[src/design/chan_dma_regs.vh]
// register offsets, field positions, masks, widths and sizes for the channel
`ifndef CHAN_DMA_REGS_VH
`define CHAN_DMA_REGS_VH
`define OFS_TX_WORD_COUNT 8'h08
`define OFS_RX_DESC_START 8'h0c
`define OFS_RX_WORD_COUNT 8'h0c
`define OFS_FIFO_PORT 8'h10
`define OFS_TX_LOW_THRESHOLD 8'h14
`define OFS_RX_HIGH_THRESHOLD 8'h18
`define OFS_TX_CONTROL 8'h1c
`define OFS_TX_START_HOLDOFF 8'h2c
`define OFS_RX_CONTROL 8'h34
`define BIT_DRAIN_EN 9
`define BIT_FILL_EN 8
`define BIT_LEVEL_SEL 6
`define BIT_RX_OVERRUN_EN 4
`define BIT_RX_HIGH_EN 3
`define BIT_TX_LOW_EN 3
`define BIT_DONE_EN 2
`define BIT_RUN 0
`define PTR_EOC 0
`define PTR_DIR 1
`define CTRL_MASK 32'h0000_034d
`define RX_CTRL_MASK 32'h0000_035c
`define RST_ZERO 32'h0000_0000
`define THRESH_W 16
`define COUNT_W 24
`define IO_BYTES_W 12
`define IO_FIFO_MAX_BYTES 12'h7fc
`define DESC_WORDS 2'h3
`endif

[src/design/chan_dma_ctrl.v]
// channel register port, transmit control and receive launcher
//
// Notes on behaviour
// - tx count reads transmit chain words, zero-extended
// - tx chain: two 511-word fifos plus up to 8M memory words
// - rx count reads chain words plus pipeline, zero-extended
// - pointer write launches fetch of three long words
// - descriptor: buffer, length, next; stop at end-of-chain
// - writing zero to the pointer aborts the transfer
// - descriptor addresses are used as bus master addresses
// - port write pushes transmit, read pops receive
// - tx low flag when count below 16-bit level
// - rx high flag when count at or above 16-bit level
// - tx control: drain 9, fill 8, select 6, 3, 2, run 0
// - run starts sending once data suffices; clear forces idle
// - done enable interrupts when transmitter empties and idles
// - low enable interrupts from tx low flag
// - fill: dma fifo to memory; drain: memory to io fifo
// - transmitter waits for hold-off bytes in io fifo; zero none
// - io fifo holds at most 2044 bytes; larger hold-off never met
// - high enable interrupts from rx high flag
// - rx write while full sets overrun; enabled overrun interrupts
`timescale 1ns/100ps
`include "chan_dma_regs.vh"
module chan_dma_ctrl (
    input wire clock_i,
    input wire rst_i,
    input wire [7:0] reg_addr_i,
    input wire reg_wr_i,
    input wire reg_rd_i,
    input wire [31:0] reg_wdata_i,
    output reg [31:0] reg_rdata_o,
    output reg reg_rvalid_o,
    output wire mst_req_o,
    output wire mst_we_o,
    output wire [31:0] mst_addr_o,
    output wire [31:0] mst_wdata_o,
    input wire mst_ack_i,
    input wire [31:0] mst_rdata_i,
    input wire mst_err_i,
    input wire [23:0] tx_chain_count_i,
    input wire [23:0] rx_chain_count_i,
    input wire [11:0] tx_io_bytes_i,
    output reg tx_push_o,
    output reg [31:0] tx_push_data_o,
    input wire rx_empty_i,
    input wire [31:0] rx_data_i,
    output wire rx_pop_o,
    input wire rx_full_i,
    input wire rx_write_i,
    input wire overrun_clear_i,
    output wire tx_memory_fill_enable_o,
    output wire tx_memory_drain_enable_o,
    output wire rx_memory_fill_enable_o,
    output wire rx_memory_drain_enable_o,
    output wire rx_run_o,
    input wire link_clk_i,
    output reg tx_byte_pop_o,
    output reg tx_active_o,
    output wire tx_idle_o,
    output wire tx_low_o,
    output wire rx_high_o,
    output reg rx_overrun_o,
    output wire dma_busy_o,
    output reg dma_done_o,
    output wire dma_err_o,
    output reg irq_o
);
    localparam T_IDLE = 2'b00;
    localparam T_WAIT = 2'b01;
    localparam T_SEND = 2'b10;

    reg [31:0] tx_control_q;
    reg [31:0] rx_control_q;
    reg [15:0] tx_low_threshold_q;
    reg [15:0] rx_high_threshold_q;
    reg [31:0] tx_start_holdoff_q;
    reg [1:0] tx_state_q;
    reg tx_done_q;
    reg link_meta_q;
    reg link_sync_q;
    reg link_prev_q;
    reg port_pop_q;
    reg walk_start_q;
    reg [31:0] walk_ptr_q;
    wire walk_pop;
    wire walk_done;
    wire link_fall;
    wire start_ok;
    wire wr_hit_ptr;

    function hit;
        input [7:0] addr;
        input [7:0] ofs;
        begin
            hit = (addr == ofs);
        end
    endfunction

    function [31:0] zext;
        input [23:0] cnt;
        begin
            zext = {8'h00, cnt};
        end
    endfunction

    // ********
    // register writes
    // ********
    assign wr_hit_ptr = reg_wr_i && hit(reg_addr_i, `OFS_RX_DESC_START);

    always @(posedge clock_i) begin
        if (rst_i) begin
            tx_control_q <= `RST_ZERO;
            rx_control_q <= `RST_ZERO;
            tx_low_threshold_q <= 16'h0000;
            rx_high_threshold_q <= 16'h0000;
            tx_start_holdoff_q <= `RST_ZERO;
            tx_push_o <= 1'b0;
            tx_push_data_o <= `RST_ZERO;
            walk_start_q <= 1'b0;
            walk_ptr_q <= `RST_ZERO;
        end else begin
            tx_push_o <= 1'b0;
            walk_start_q <= 1'b0;
            if (reg_wr_i) begin
                if (hit(reg_addr_i, `OFS_TX_CONTROL))
                    tx_control_q <= reg_wdata_i & `CTRL_MASK;
                if (hit(reg_addr_i, `OFS_RX_CONTROL))
                    rx_control_q <= reg_wdata_i & `RX_CTRL_MASK;
                if (hit(reg_addr_i, `OFS_TX_LOW_THRESHOLD))
                    tx_low_threshold_q <= reg_wdata_i[15:0];
                if (hit(reg_addr_i, `OFS_RX_HIGH_THRESHOLD))
                    rx_high_threshold_q <= reg_wdata_i[15:0];
                if (hit(reg_addr_i, `OFS_TX_START_HOLDOFF))
                    tx_start_holdoff_q <= reg_wdata_i;
                if (hit(reg_addr_i, `OFS_FIFO_PORT)) begin
                    tx_push_o <= 1'b1;
                    tx_push_data_o <= reg_wdata_i;
                end
            end
            if (wr_hit_ptr) begin
                walk_start_q <= 1'b1;
                walk_ptr_q <= reg_wdata_i;
            end
        end
    end

    // ********
    // register reads, one cycle after the strobe
    // ********
    always @(posedge clock_i) begin
        if (rst_i) begin
            reg_rdata_o <= `RST_ZERO;
            reg_rvalid_o <= 1'b0;
            port_pop_q <= 1'b0;
        end else begin
            reg_rvalid_o <= reg_rd_i;
            port_pop_q <= 1'b0;
            if (reg_rd_i) begin
                case (reg_addr_i)
                    `OFS_TX_WORD_COUNT:
                        reg_rdata_o <= zext(tx_chain_count_i);
                    `OFS_RX_WORD_COUNT:
                        reg_rdata_o <= zext(rx_chain_count_i);
                    `OFS_FIFO_PORT: begin
                        reg_rdata_o <= rx_data_i;
                        port_pop_q <= !rx_empty_i && !walk_pop;
                    end
                    `OFS_TX_LOW_THRESHOLD:
                        reg_rdata_o <= {16'h0000, tx_low_threshold_q};
                    `OFS_RX_HIGH_THRESHOLD:
                        reg_rdata_o <= {16'h0000, rx_high_threshold_q};
                    `OFS_TX_CONTROL: reg_rdata_o <= tx_control_q;
                    `OFS_RX_CONTROL: reg_rdata_o <= rx_control_q;
                    `OFS_TX_START_HOLDOFF:
                        reg_rdata_o <= tx_start_holdoff_q;
                    default: reg_rdata_o <= `RST_ZERO;
                endcase
            end
        end
    end

    // ********
    // fifo port pop and memory controller enables
    // ********
    assign rx_pop_o = port_pop_q | walk_pop;
    assign tx_memory_fill_enable_o = tx_control_q[`BIT_FILL_EN];
    assign tx_memory_drain_enable_o = tx_control_q[`BIT_DRAIN_EN];
    assign rx_memory_fill_enable_o = rx_control_q[`BIT_FILL_EN];
    assign rx_memory_drain_enable_o = rx_control_q[`BIT_DRAIN_EN];
    assign rx_run_o = rx_control_q[`BIT_RUN];

    // ********
    // level flags
    // ********
    assign tx_low_o = zext(tx_chain_count_i) <
                      {16'h0000, tx_low_threshold_q};
    assign rx_high_o = zext(rx_chain_count_i) >=
                       {16'h0000, rx_high_threshold_q};

    // ********
    // link clock sampling
    // ********
    always @(posedge clock_i) begin
        if (rst_i) begin
            link_meta_q <= 1'b0;
            link_sync_q <= 1'b0;
            link_prev_q <= 1'b0;
        end else begin
            link_meta_q <= link_clk_i;
            link_sync_q <= link_meta_q;
            link_prev_q <= link_sync_q;
        end
    end
    assign link_fall = link_prev_q && !link_sync_q;

    // ********
    // transmit state machine
    // ********
    assign start_ok = (tx_io_bytes_i != 12'h000) &&
                      ({20'h0_0000, tx_io_bytes_i} >=
                       tx_start_holdoff_q);
    assign tx_idle_o = (tx_state_q == T_IDLE);

    always @(posedge clock_i) begin
        if (rst_i) begin
            tx_state_q <= T_IDLE;
            tx_done_q <= 1'b0;
            tx_byte_pop_o <= 1'b0;
            tx_active_o <= 1'b0;
        end else begin
            tx_byte_pop_o <= 1'b0;
            if (!tx_control_q[`BIT_RUN]) begin
                tx_state_q <= T_IDLE;
                tx_active_o <= 1'b0;
            end else begin
                case (tx_state_q)
                    T_IDLE: begin
                        if (tx_io_bytes_i != 12'h000)
                            tx_state_q <= T_WAIT;
                    end
                    T_WAIT: begin
                        if (start_ok) begin
                            tx_state_q <= T_SEND;
                            tx_done_q <= 1'b0;
                        end
                    end
                    T_SEND: begin
                        if (link_fall) begin
                            if (tx_io_bytes_i == 12'h000) begin
                                tx_active_o <= 1'b0;
                                tx_done_q <= 1'b1;
                                tx_state_q <= T_IDLE;
                            end else begin
                                tx_active_o <= 1'b1;
                                tx_byte_pop_o <= 1'b1;
                            end
                        end
                    end
                    default: tx_state_q <= T_IDLE;
                endcase
            end
        end
    end

    // ********
    // overrun latch and interrupt request
    // ********
    always @(posedge clock_i) begin
        if (rst_i) begin
            rx_overrun_o <= 1'b0;
            irq_o <= 1'b0;
            dma_done_o <= 1'b0;
        end else begin
            if (rx_write_i && rx_full_i)
                rx_overrun_o <= 1'b1;
            else if (overrun_clear_i)
                rx_overrun_o <= 1'b0;
            dma_done_o <= walk_done;
            irq_o <= (tx_done_q && tx_idle_o &&
                      tx_control_q[`BIT_DONE_EN]) ||
                     (tx_low_o && tx_control_q[`BIT_TX_LOW_EN]) ||
                     (rx_high_o && rx_control_q[`BIT_RX_HIGH_EN]) ||
                     (rx_overrun_o &&
                      rx_control_q[`BIT_RX_OVERRUN_EN]);
        end
    end

    // ********
    // descriptor walker
    // ********
    rx_desc_walker walker (
        .clock_i(clock_i),
        .rst_i(rst_i),
        .start_i(walk_start_q),
        .ptr_i(walk_ptr_q),
        .rx_empty_i(rx_empty_i),
        .rx_data_i(rx_data_i),
        .pop_o(walk_pop),
        .mst_req_o(mst_req_o),
        .mst_we_o(mst_we_o),
        .mst_addr_o(mst_addr_o),
        .mst_wdata_o(mst_wdata_o),
        .mst_ack_i(mst_ack_i),
        .mst_rdata_i(mst_rdata_i),
        .mst_err_i(mst_err_i),
        .busy_o(dma_busy_o),
        .done_o(walk_done),
        .err_o(dma_err_o)
    );
endmodule // chan_dma_ctrl

[src/design/rx_desc_walker.v]
// scatter-gather descriptor walker for the host-bound transfer
`timescale 1ns/100ps
`include "chan_dma_regs.vh"
module rx_desc_walker (
    input wire clock_i,
    input wire rst_i,
    input wire start_i,
    input wire [31:0] ptr_i,
    input wire rx_empty_i,
    input wire [31:0] rx_data_i,
    output wire pop_o,
    output reg mst_req_o,
    output reg mst_we_o,
    output reg [31:0] mst_addr_o,
    output reg [31:0] mst_wdata_o,
    input wire mst_ack_i,
    input wire [31:0] mst_rdata_i,
    input wire mst_err_i,
    output wire busy_o,
    output reg done_o,
    output reg err_o
);
    localparam S_IDLE = 2'b00;
    localparam S_FETCH = 2'b01;
    localparam S_MOVE = 2'b10;
    localparam S_NEXT = 2'b11;

    reg [1:0] state_q;
    reg [1:0] idx_q;
    reg [31:0] desc_q;
    reg [31:0] buf_q;
    reg [31:0] len_q;
    reg eoc_q;

    assign busy_o = (state_q != S_IDLE);
    assign pop_o = (state_q == S_MOVE) && !mst_req_o && !rx_empty_i &&
                   (len_q != `RST_ZERO);

    // ********
    // fetch three words, then move data, then follow
    // ********
    always @(posedge clock_i) begin
        done_o <= 1'b0;
        if (rst_i) begin
            state_q <= S_IDLE;
            idx_q <= 2'h0;
            desc_q <= `RST_ZERO;
            buf_q <= `RST_ZERO;
            len_q <= `RST_ZERO;
            eoc_q <= 1'b0;
            mst_req_o <= 1'b0;
            mst_we_o <= 1'b0;
            mst_addr_o <= `RST_ZERO;
            mst_wdata_o <= `RST_ZERO;
            err_o <= 1'b0;
        end else if (start_i && ptr_i == `RST_ZERO) begin
            state_q <= S_IDLE;
            mst_req_o <= 1'b0;
        end else if (start_i && state_q == S_IDLE) begin
            desc_q <= {ptr_i[31:2], 2'b00};
            idx_q <= 2'h0;
            eoc_q <= 1'b0;
            err_o <= 1'b0;
            state_q <= S_FETCH;
        end else begin
            case (state_q)
                S_FETCH: begin
                    if (!mst_req_o) begin
                        mst_req_o <= 1'b1;
                        mst_we_o <= 1'b0;
                        mst_addr_o <= desc_q + {28'h000_0000, idx_q, 2'b00};
                    end else if (mst_err_i) begin
                        mst_req_o <= 1'b0;
                        err_o <= 1'b1;
                        state_q <= S_IDLE;
                    end else if (mst_ack_i) begin
                        mst_req_o <= 1'b0;
                        idx_q <= idx_q + 2'h1;
                        case (idx_q)
                            2'h0: buf_q <= mst_rdata_i;
                            2'h1: len_q <= {mst_rdata_i[31:2], 2'b00};
                            default: begin
                                desc_q <= {mst_rdata_i[31:2], 2'b00};
                                eoc_q <= mst_rdata_i[`PTR_EOC];
                                if (!mst_rdata_i[`PTR_DIR])
                                    err_o <= 1'b1;
                                state_q <= mst_rdata_i[`PTR_DIR] ?
                                           S_MOVE : S_IDLE;
                            end
                        endcase
                    end
                end
                S_MOVE: begin
                    if (pop_o) begin
                        mst_req_o <= 1'b1;
                        mst_we_o <= 1'b1;
                        mst_addr_o <= buf_q;
                        mst_wdata_o <= rx_data_i;
                    end else if (mst_req_o && mst_err_i) begin
                        mst_req_o <= 1'b0;
                        err_o <= 1'b1;
                        state_q <= S_IDLE;
                    end else if (mst_req_o && mst_ack_i) begin
                        mst_req_o <= 1'b0;
                        buf_q <= buf_q + 32'h0000_0004;
                        len_q <= len_q - 32'h0000_0004;
                    end else if (!mst_req_o && len_q == `RST_ZERO) begin
                        state_q <= S_NEXT;
                    end
                end
                S_NEXT: begin
                    idx_q <= 2'h0;
                    if (eoc_q) begin
                        done_o <= 1'b1;
                        state_q <= S_IDLE;
                    end else begin
                        state_q <= S_FETCH;
                    end
                end
                default: state_q <= S_IDLE;
            endcase
        end
    end
endmodule // rx_desc_walker

[config.mk]
export PLATFORM = sky130hd
export DESIGN_NAME = chan_dma_ctrl
export DESIGN_NICKNAME = d
export VERILOG_FILES = /design/src/design/chan_dma_ctrl.v /design/src/design/rx_desc_walker.v
export VERILOG_INCLUDE_DIRS = /design/src /design/src/design
export SDC_FILE = /design/constraint.sdc
export NUM_CORES = 1
export LEC_CHECK = 0
export ABC_AREA = 1
export BUFFER_PORTS_ARGS = -buffer_cell sky130_fd_sc_hd__buf_2
export CORE_AREA = 2 2 195 197
export CTS_BUF_LIST = sky130_fd_sc_hd__clkbuf_2 sky130_fd_sc_hd__clkbuf_4 sky130_fd_sc_hd__clkbuf_8
export CTS_CLUSTER_DIAMETER = 100
export DETAILED_ROUTE_END_ITERATION = 10
export DIE_AREA = 0 0 197 199
export PLACE_DENSITY = 0.69
export SYNTH_ARGS = -nofsm -noshare
export SYNTH_HDL_FRONTEND = slang
export SYNTH_SLANG_ARGS = --single-unit
[constraint.sdc]
create_clock -name clock_i -period 2.9 [get_ports clock_i]
set_input_delay 0.435 -clock clock_i [delete_from_list [all_inputs] [get_ports clock_i]]
set_output_delay 0.435 -clock clock_i [all_outputs]
set_load 0.01 [all_outputs]
==> results.toml, run 1 <==
[outcome]
status = "completed"

[synth]
synth_edf_count = 0
ys_ff_latch = 352
syn_inst = 2738
synth-seq-area-share = 0.3862
syn-cell-area_um2 = 18250
synthFlopType = "dfxtp_1"
synth_cell_types = 48
syn_area_per_cell_um2 = 6.665
async_reset_ff_frac = 0
yosys_warnings = 0
syn_nets = 2969

[placed_design]
dp_cells = 3429
dp_hpwl_mm = 50.55
place_ws_ns = 0.2512
placed_area_um2 = 20150
io_buffers = 321
gp_congestion = 0.9655

[timing]
fin_setup_tns_ns = 0
post-route-period-util = 0.9698
slew_viol_final = 0
hold_viol = 0
fmax_ghz = 0.3556
period_needed_ns = 2.813
rsz0062_at_grt = "yes"
layout_setup_ws_ns = 0.08747
slew_headroom = 0.1985
fin_skew_ns = 0.03934
worst_pin_slew_ns = 1.201
final-setup-viol-count = 0

[route]
detail-route-antenna-nets = 0
drc = 0
first_pass_iters = 6
via_per_inst = 5.547
routed_wl_mm = 67.60
drtIter0Drc = 1526
drt-wirelength-per-cell_um = 19.01
num_vias = 19720

[final_layout]
multi_input_area_um2 = 9509
nFillCells = 3655
post-route-util = 0.5843
layout.cells.non_filler = 3556
postLayoutCellArea_um2 = 21700
drive_gt1_frac = 0.1603
nets = 3264
seqCellArea_um2 = 7047
syn2layout_area_growth_pct = 18.90
n_antenna_cell = 0

[floorplanning]
die_w_um = 197
io_pins = 323
die_h_um = 199
start_util = 0.4914
die_area_um2 = 39200
rows = 71
fp.coreArea_um2 = 37130

[grt]
grt_overflow = 0
grt_pass1_vias = 18610
grt_util_all_layers = 0.3385
antenna_found_initial = 2
grt_pass1_wl_mm = 102.8
grt_max_degree = 100

[worst_setup_path]
reg2reg_to = "walker.mst_we_o"
cp-startpoint = "tx_low_threshold_q[15]"
worst_ep_arrival_time_ns = 2.38
r2r_cells = 9
start_kind = "register"
crit_path_cell_trace = "inv_1, ha_1, nor3_1, nand4_1, a211oi_2, buf_4, and2_1, buf_2"
crit_path_top_delay_cell = "dfxtp_1"
crit_path_max_incr_delay_ns = 0.33
critPathCaptureType = "output pin"
critPathMaxFanout = 2
required_ns = 2.47
crit_end = "tx_low_o"
reg2reg_slack_ns = 0.24
worstSetupPathType = "register to output pin"
critical-path-top-delay-family = "simple AND/OR/NAND/NOR gates"
worst-path-stages = 8
path_buf_inv = 3
timing.rr.start = "walker.state_q[0]"

[pwr]
clock_power_share = 0.482
leakagePower_nw = 9.821
powerDensity_nw_per_um2 = 491.0
ir_worst_vdd_mv = 0.4135
p_seq_frac = 0.456
p_int_w = 0.007991
p_sw_w = 0.002664
power_switching_share = 0.2500
combPwrFrac = 0.063

[cts]
clk_path_buf_depth = 3
cts_root_buf = "clkbuf_8"
cts_tree = "yes"
cts.sinks = 352
htreeDepth = 2
clk_pin_slew_ns = 0.07
insertion_delay_ns = 0.67
cts-buffers-inserted = 59

[min_path]
hp-class = "primary input to register"
whs_path_depth = 3

[flow_run]
maxCapViolations = 0
[power by group through the flow]
| stage | combinational (W) | clock, W | sequential [W] |
|---|---|---|---|
| floorplan | 0.000288 | 0 | 0.00496 |
| finish | 0.000666 | 0.00513 | 0.00486 |
| global route | 0.000722 | 0.00540 | 0.00485 |
| detailed placement | 0.000631 | 0 | 0.00496 |
| CTS | 0.000651 | 0.00519 | 0.00486 |
| global placement | 0.000630 | 0 | 0.00496 |
[cell type report]
cell class                      count  share of cell area
Multi-Input combinational cell   1950              0.4382
Sequential cell                   352              0.3248
Timing Repair Buffer              375             0.09572
Inverter                          295             0.05126
Clock buffer                       83             0.04890
Tap cell                          474             0.02733
Clock inverter                     27             0.01378
[stage by stage]
stage          hold slack, ns  power [W]
6_report              0.03654    0.01065
5_1_grt               0.02500    0.01097
4_1_cts             0.0004549    0.01070
3_5_place_dp           0.3992   0.005594
3_3_place_gp           0.3910   0.005592
2_1_floorplan          0.3883   0.005251
[worst min-delay path by stage]
stage / startpoint / endpoint / slack (ns)
after floorplan: walker.done_o / dma_done_o / 0.39
after global placement: link_meta_q / link_sync_q / 0.39
after detailed placement: link_meta_q / link_sync_q / 0.40
after CTS: rx_data_i[10] / walker.mst_wdata_o[10] / 0.0005
after global routing: rx_data_i[10] / walker.mst_wdata_o[10] / 0.03
final: rx_data_i[13] / walker.mst_wdata_o[13] / 0.04
[sequential cells by signal (all words and copies together), names as in the netlist, 2 cells and up]
| signal | cells |
|---|---|
| walker.state_q | 2 |
| walker.len_q | 30 |
| rx_control_q | 6 |
| walker.mst_wdata_o | 32 |
| walker.idx_q | 2 |
| walk_ptr_q | 32 |
| tx_start_holdoff_q | 32 |
| rx_high_threshold_q | 16 |
| walker.mst_addr_o | 32 |
| tx_push_data_o | 32 |
| tx_control_q | 6 |
| walker.buf_q | 32 |
| reg_rdata_o | 32 |
| tx_state_q | 2 |
| tx_low_threshold_q | 16 |
| walker.desc_q | 30 |
[cells in the final DEF (no fill, tap or decap), types with 10 or more instances in the layout]
cell type and count:
buf_2 321, a21boi_0 12, a21oi_1 279, buf_4 36, nor2_1 356, o21ai_0 332
dfxtp_1 352, dlygate4sd3_1 16, nand4_1 73, xor2_1 19, clkbuf_8 70, clkbuf_4 13
inv_1 290, clkinv_2 18, xnor2_1 11, o22ai_1 34, nor3_1 47, a31oi_1 10
nand2_1 579, nand3_1 69, ha_1 54
[synthesized netlist by cell type (3+ instances only)]
library cell,n,area [um^2]
buf_6,5,56.30
dfxtp_1,352,7047
xnor2_1,11,96.34
xor2_1,19,166.4
a31oi_1,10,62.56
nor4_1,4,25.02
o22ai_1,34,212.7
inv_2,3,11.26
buf_2,14,70.07
nor3_1,48,240.2
a21oi_1,279,1396
o21bai_1,3,22.52
nor2_1,357,1340
o2111ai_1,8,70.07
nand4_1,73,456.7
o21ai_1,6,30.03
clkbuf_1,106,397.9
nand2_1,580,2177
a21boi_0,12,90.09
inv_1,291,1092
nand3_1,70,350.3
a211oi_1,5,37.54
nor2_2,7,43.79
nand2_2,3,18.77
ha_1,55,688.2
buf_1,7,26.28
buf_4,9,67.56
o31ai_1,3,22.52
nand3b_1,7,52.55
o21ai_0,332,1662
o21a_1,4,30.03
[worst reg2reg max path, cell delays in order (launching register included)]
cell	delay, ns
dfxtp_1	0.37
inv_1	0.11
ha_2	0.20
inv_2	0.05
buf_4	0.62
nand2_1	0.12
buf_4	0.25
nand3_4	0.41
nand2_1	0.29
a21oi_1	0.17
[per-layer routing]
metal / up-vias / share of wire / global-route usage / routed length (um)
li1: 9594 / - / - / -
met1: 9111 / 0.42 / 0.4291 / 28110
met2: 847 / 0.46 / 0.5693 / 31250
met3: 168 / 0.079 / 0.05561 / 5343
met4: 4 / 0.042 / 0.1481 / 2859
met5: - / 0.00044 / 0 / 30
[cells by family after synthesis]
family,after synthesis,share of synthesized area
flops,352,0.3862
buf+inv,436,0.09455
xor+xnor,30,0.01440
fa+ha+maj,56,0.03881
simple gates,1159,0.2629
compound gates,704,0.2030
other cells,1,0.0002055
[what timing repair did]
action,CTS,global route
endpoints found under the setup margin,0,3
gates resized for setup,0,5
hold buffers,16,0
hold endpoints to repair,15,0
setup buffers,0,1
No activity file was read; power rests on OpenSTA's default activity.
==> run 2: changes to the inputs <==
--- a/config.mk
+++ b/config.mk
@@ -8,12 +8,13 @@
 export LEC_CHECK = 0
 export ABC_AREA = 1
 export BUFFER_PORTS_ARGS = -buffer_cell sky130_fd_sc_hd__buf_2
-export CORE_AREA = 2 2 195 197
+export CORE_AREA = 2 2 197 199
 export CTS_BUF_LIST = sky130_fd_sc_hd__clkbuf_2 sky130_fd_sc_hd__clkbuf_4 sky130_fd_sc_hd__clkbuf_8
 export CTS_CLUSTER_DIAMETER = 100
 export DETAILED_ROUTE_END_ITERATION = 10
-export DIE_AREA = 0 0 197 199
+export DIE_AREA = 0 0 199 201
 export PLACE_DENSITY = 0.69
 export SYNTH_ARGS = -nofsm -noshare
 export SYNTH_HDL_FRONTEND = slang
+export SYNTH_HIERARCHICAL = 1
 export SYNTH_SLANG_ARGS = --single-unit
==> run 2 against run 1 <==
Sequential share of layout area down 0.71 points. Non-clock buffer count shrank 15. Clock power shrank 2%. Critical path type unchanged. Sequential power grew 18%.
==> results.toml, run 2 <==
[worst_setup_path]
critPathCaptureType = "output pin"
cp-startpoint = "walker/len_q[2]"
required_ns = 2.47
timing.rr.start = "walker/state_q[0]"
r2r_cells = 10
start_kind = "register"
critPathMaxFanout = 5
worstSetupPathType = "register to output pin"
worst_ep_arrival_time_ns = 2.42

[final_layout]
syn2layout_area_growth_pct = 18.17
final_common_cell = "nand2_1"
post-route-util = 0.5822
nets = 3438
nFillCells = 3858
postLayoutCellArea_um2 = 22190
drive_gt1_frac = 0.1581
layout.cells.non_filler = 3771
final_cell_mix = "nand2_1, nor2_1, dfxtp_1"

[floorplanning]
fp.coreArea_um2 = 38110
die_w_um = 199
die_h_um = 201
start_util = 0.4927
die_area_um2 = 40000
io_pins = 323
rows = 72

[route]
drc = 0
drtIter0Drc = 1819
num_vias = 20440
drt-wirelength-per-cell_um = 18.94
first_pass_iters = 6
via_per_inst = 5.421
detail-route-antenna-nets = 0
routed_wl_mm = 71.43

[grt]
grt_max_degree = 145
grt_pass1_vias = 19330
antenna_found_initial = 2
grt_pass1_wl_mm = 108.9
grt_overflow = 0
grt_util_all_layers = 0.3526

[cts]
cts_tree = "yes"
cts-buffers-inserted = 66
cts_root_buf = "clkbuf_8"
clk_pin_slew_ns = 0.05
cts.sinks = 352
htreeDepth = 3
clk_path_buf_depth = 3
cts_hold_buf = 0
insertion_delay_ns = 0.63

[timing]
slew_viol_final = 0
rsz0062_at_grt = "yes"
fin_setup_tns_ns = 0
worst_pin_slew_ns = 1.045
slew_headroom = 0.3026
hold_viol = 0
fin_skew_ns = 0.02476
period_needed_ns = 2.858
fmax_ghz = 0.3499
post-route-period-util = 0.9855
final-setup-viol-count = 0

[synth]
netlist_top_cells_area = "dfxtp_1, nand2_1, nor2_1"
syn_inst = 2919
async_reset_ff_frac = 0
ys_top_cells_by_count = "nand2_1, nor2_1, dfxtp_1"
synth_cell_types = 47
synth-seq-area-share = 0.3753
syn_nets = 3150
syn-cell-area_um2 = 18780
synth_edf_count = 0
yosys_warnings = 6
synthFlopType = "dfxtp_1"
syn_area_per_cell_um2 = 6.432
yosys.area.top_type = "dfxtp_1"
ys_ff_latch = 352
yosysMostFrequentCell = "nand2_1"
synth_top_area_frac = 0.3753

[pwr]
leakagePower_nw = 10.30
ir_worst_vdd_mv = 0.5325
powerDensity_nw_per_um2 = 709.9

[placed_design]
dp_cells = 3655
gp_congestion = 0.9649
placed_area_um2 = 20770
dp_hpwl_mm = 54.50
io_buffers = 321

[min_path]
whs_path_depth = 3
hp-class = "primary input to register"
hp-start = "link_clk_i"

[flow_run]
maxCapViolations = 0

[outcome]
status = "completed"
==> run 2: cell count changes after synthesis, moves of 20 or more <==
cell      delta
a21oi_1     -59
o21ai_0     -20
nand2_1    +117
clkbuf_1    -20
nand4_1     -26
nor2_1     +140
nand3_1     +58
==> run 2: area by class of cell <==
class	instances	area, um^2	share of cell area
repair buffers	360	1987	0.08956
clock buffers	103	1305	0.05882
well taps	518	648.1	0.02921
flip-flops and latches	352	7047	0.3176
diodes	2	5.005	0.0002256
clock inverters	9	62.56	0.002820
inverters	299	1126	0.05076
multi-input cells	2128	10010	0.4510
==> run 2: per-layer routing <==
layer	vias to the layer above	part of all wire	track usage
li1	9983	-	-
met1	9416	0.41	0.4439
met2	851	0.46	0.5763
met3	192	0.070	0.06216
met4	0	0.052	0.1812
met5	-	0	0
==> run 2: path summary, 6_finish.rpt <==
kind              slack (ns)                      to
setup / recovery        0.04                rx_pop_o
hold / removal          0.03             link_meta_q
setup reg to reg        0.41  walker/mst_wdata_o[29]
hold reg to reg         0.40             link_sync_q
==> run 2: metrics by stage <==
step | worst slack (ns) | hold WS (ns) | total power [W]
after floorplan | 0.9338 | 0.3883 | 0.009244
after global placement | 0.5203 | 0.3912 | 0.01056
after detailed placement | 0.4964 | 0.3951 | 0.01067
after CTS | 0.001248 | 0.001013 | 0.01572
after global routing | -0.04300 | 0.03849 | 0.01671
final | 0.04217 | 0.03288 | 0.01575
==> run 2: power breakdown <==
group          total, W  internal (W)  switching, W
logic           0.00496       0.00169       0.00327
registers       0.00574       0.00531      0.000425
clock network   0.00505       0.00285       0.00220
total            0.0157       0.00985       0.00590
==> run 2: cell families after synthesis <==
family	count (synthesis)	share of synthesized area
DFF	352	0.3753
xor gates and xnor gates	24	0.01120
and+or+nand+nor	1446	0.3159
buffers and inverters	439	0.09396
AOI/OAI and AO/OA	601	0.1657
other	1	0.0001997
adders and majority gates	56	0.03772
==> run 2: critical path, stage by stage, from the launching register on <==
cell and delay (ns):
dfxtp_1 0.32, inv_1 0.11, ha_1 0.25, nand3_2 0.14
nor2_1 0.16, nand2_2 0.11, nand2_4 0.13, inv_1 0.12
or2_2 0.31, buf_2 0.15
==> run 2: timing repair <==
action                                 in CTS  in global routing
pin swaps                                   0                  1
endpoints found under the hold margin       0                  0
gates resized for setup                     1                  5
setup buffers                               0                  2
setup endpoints to repair                   1                  2
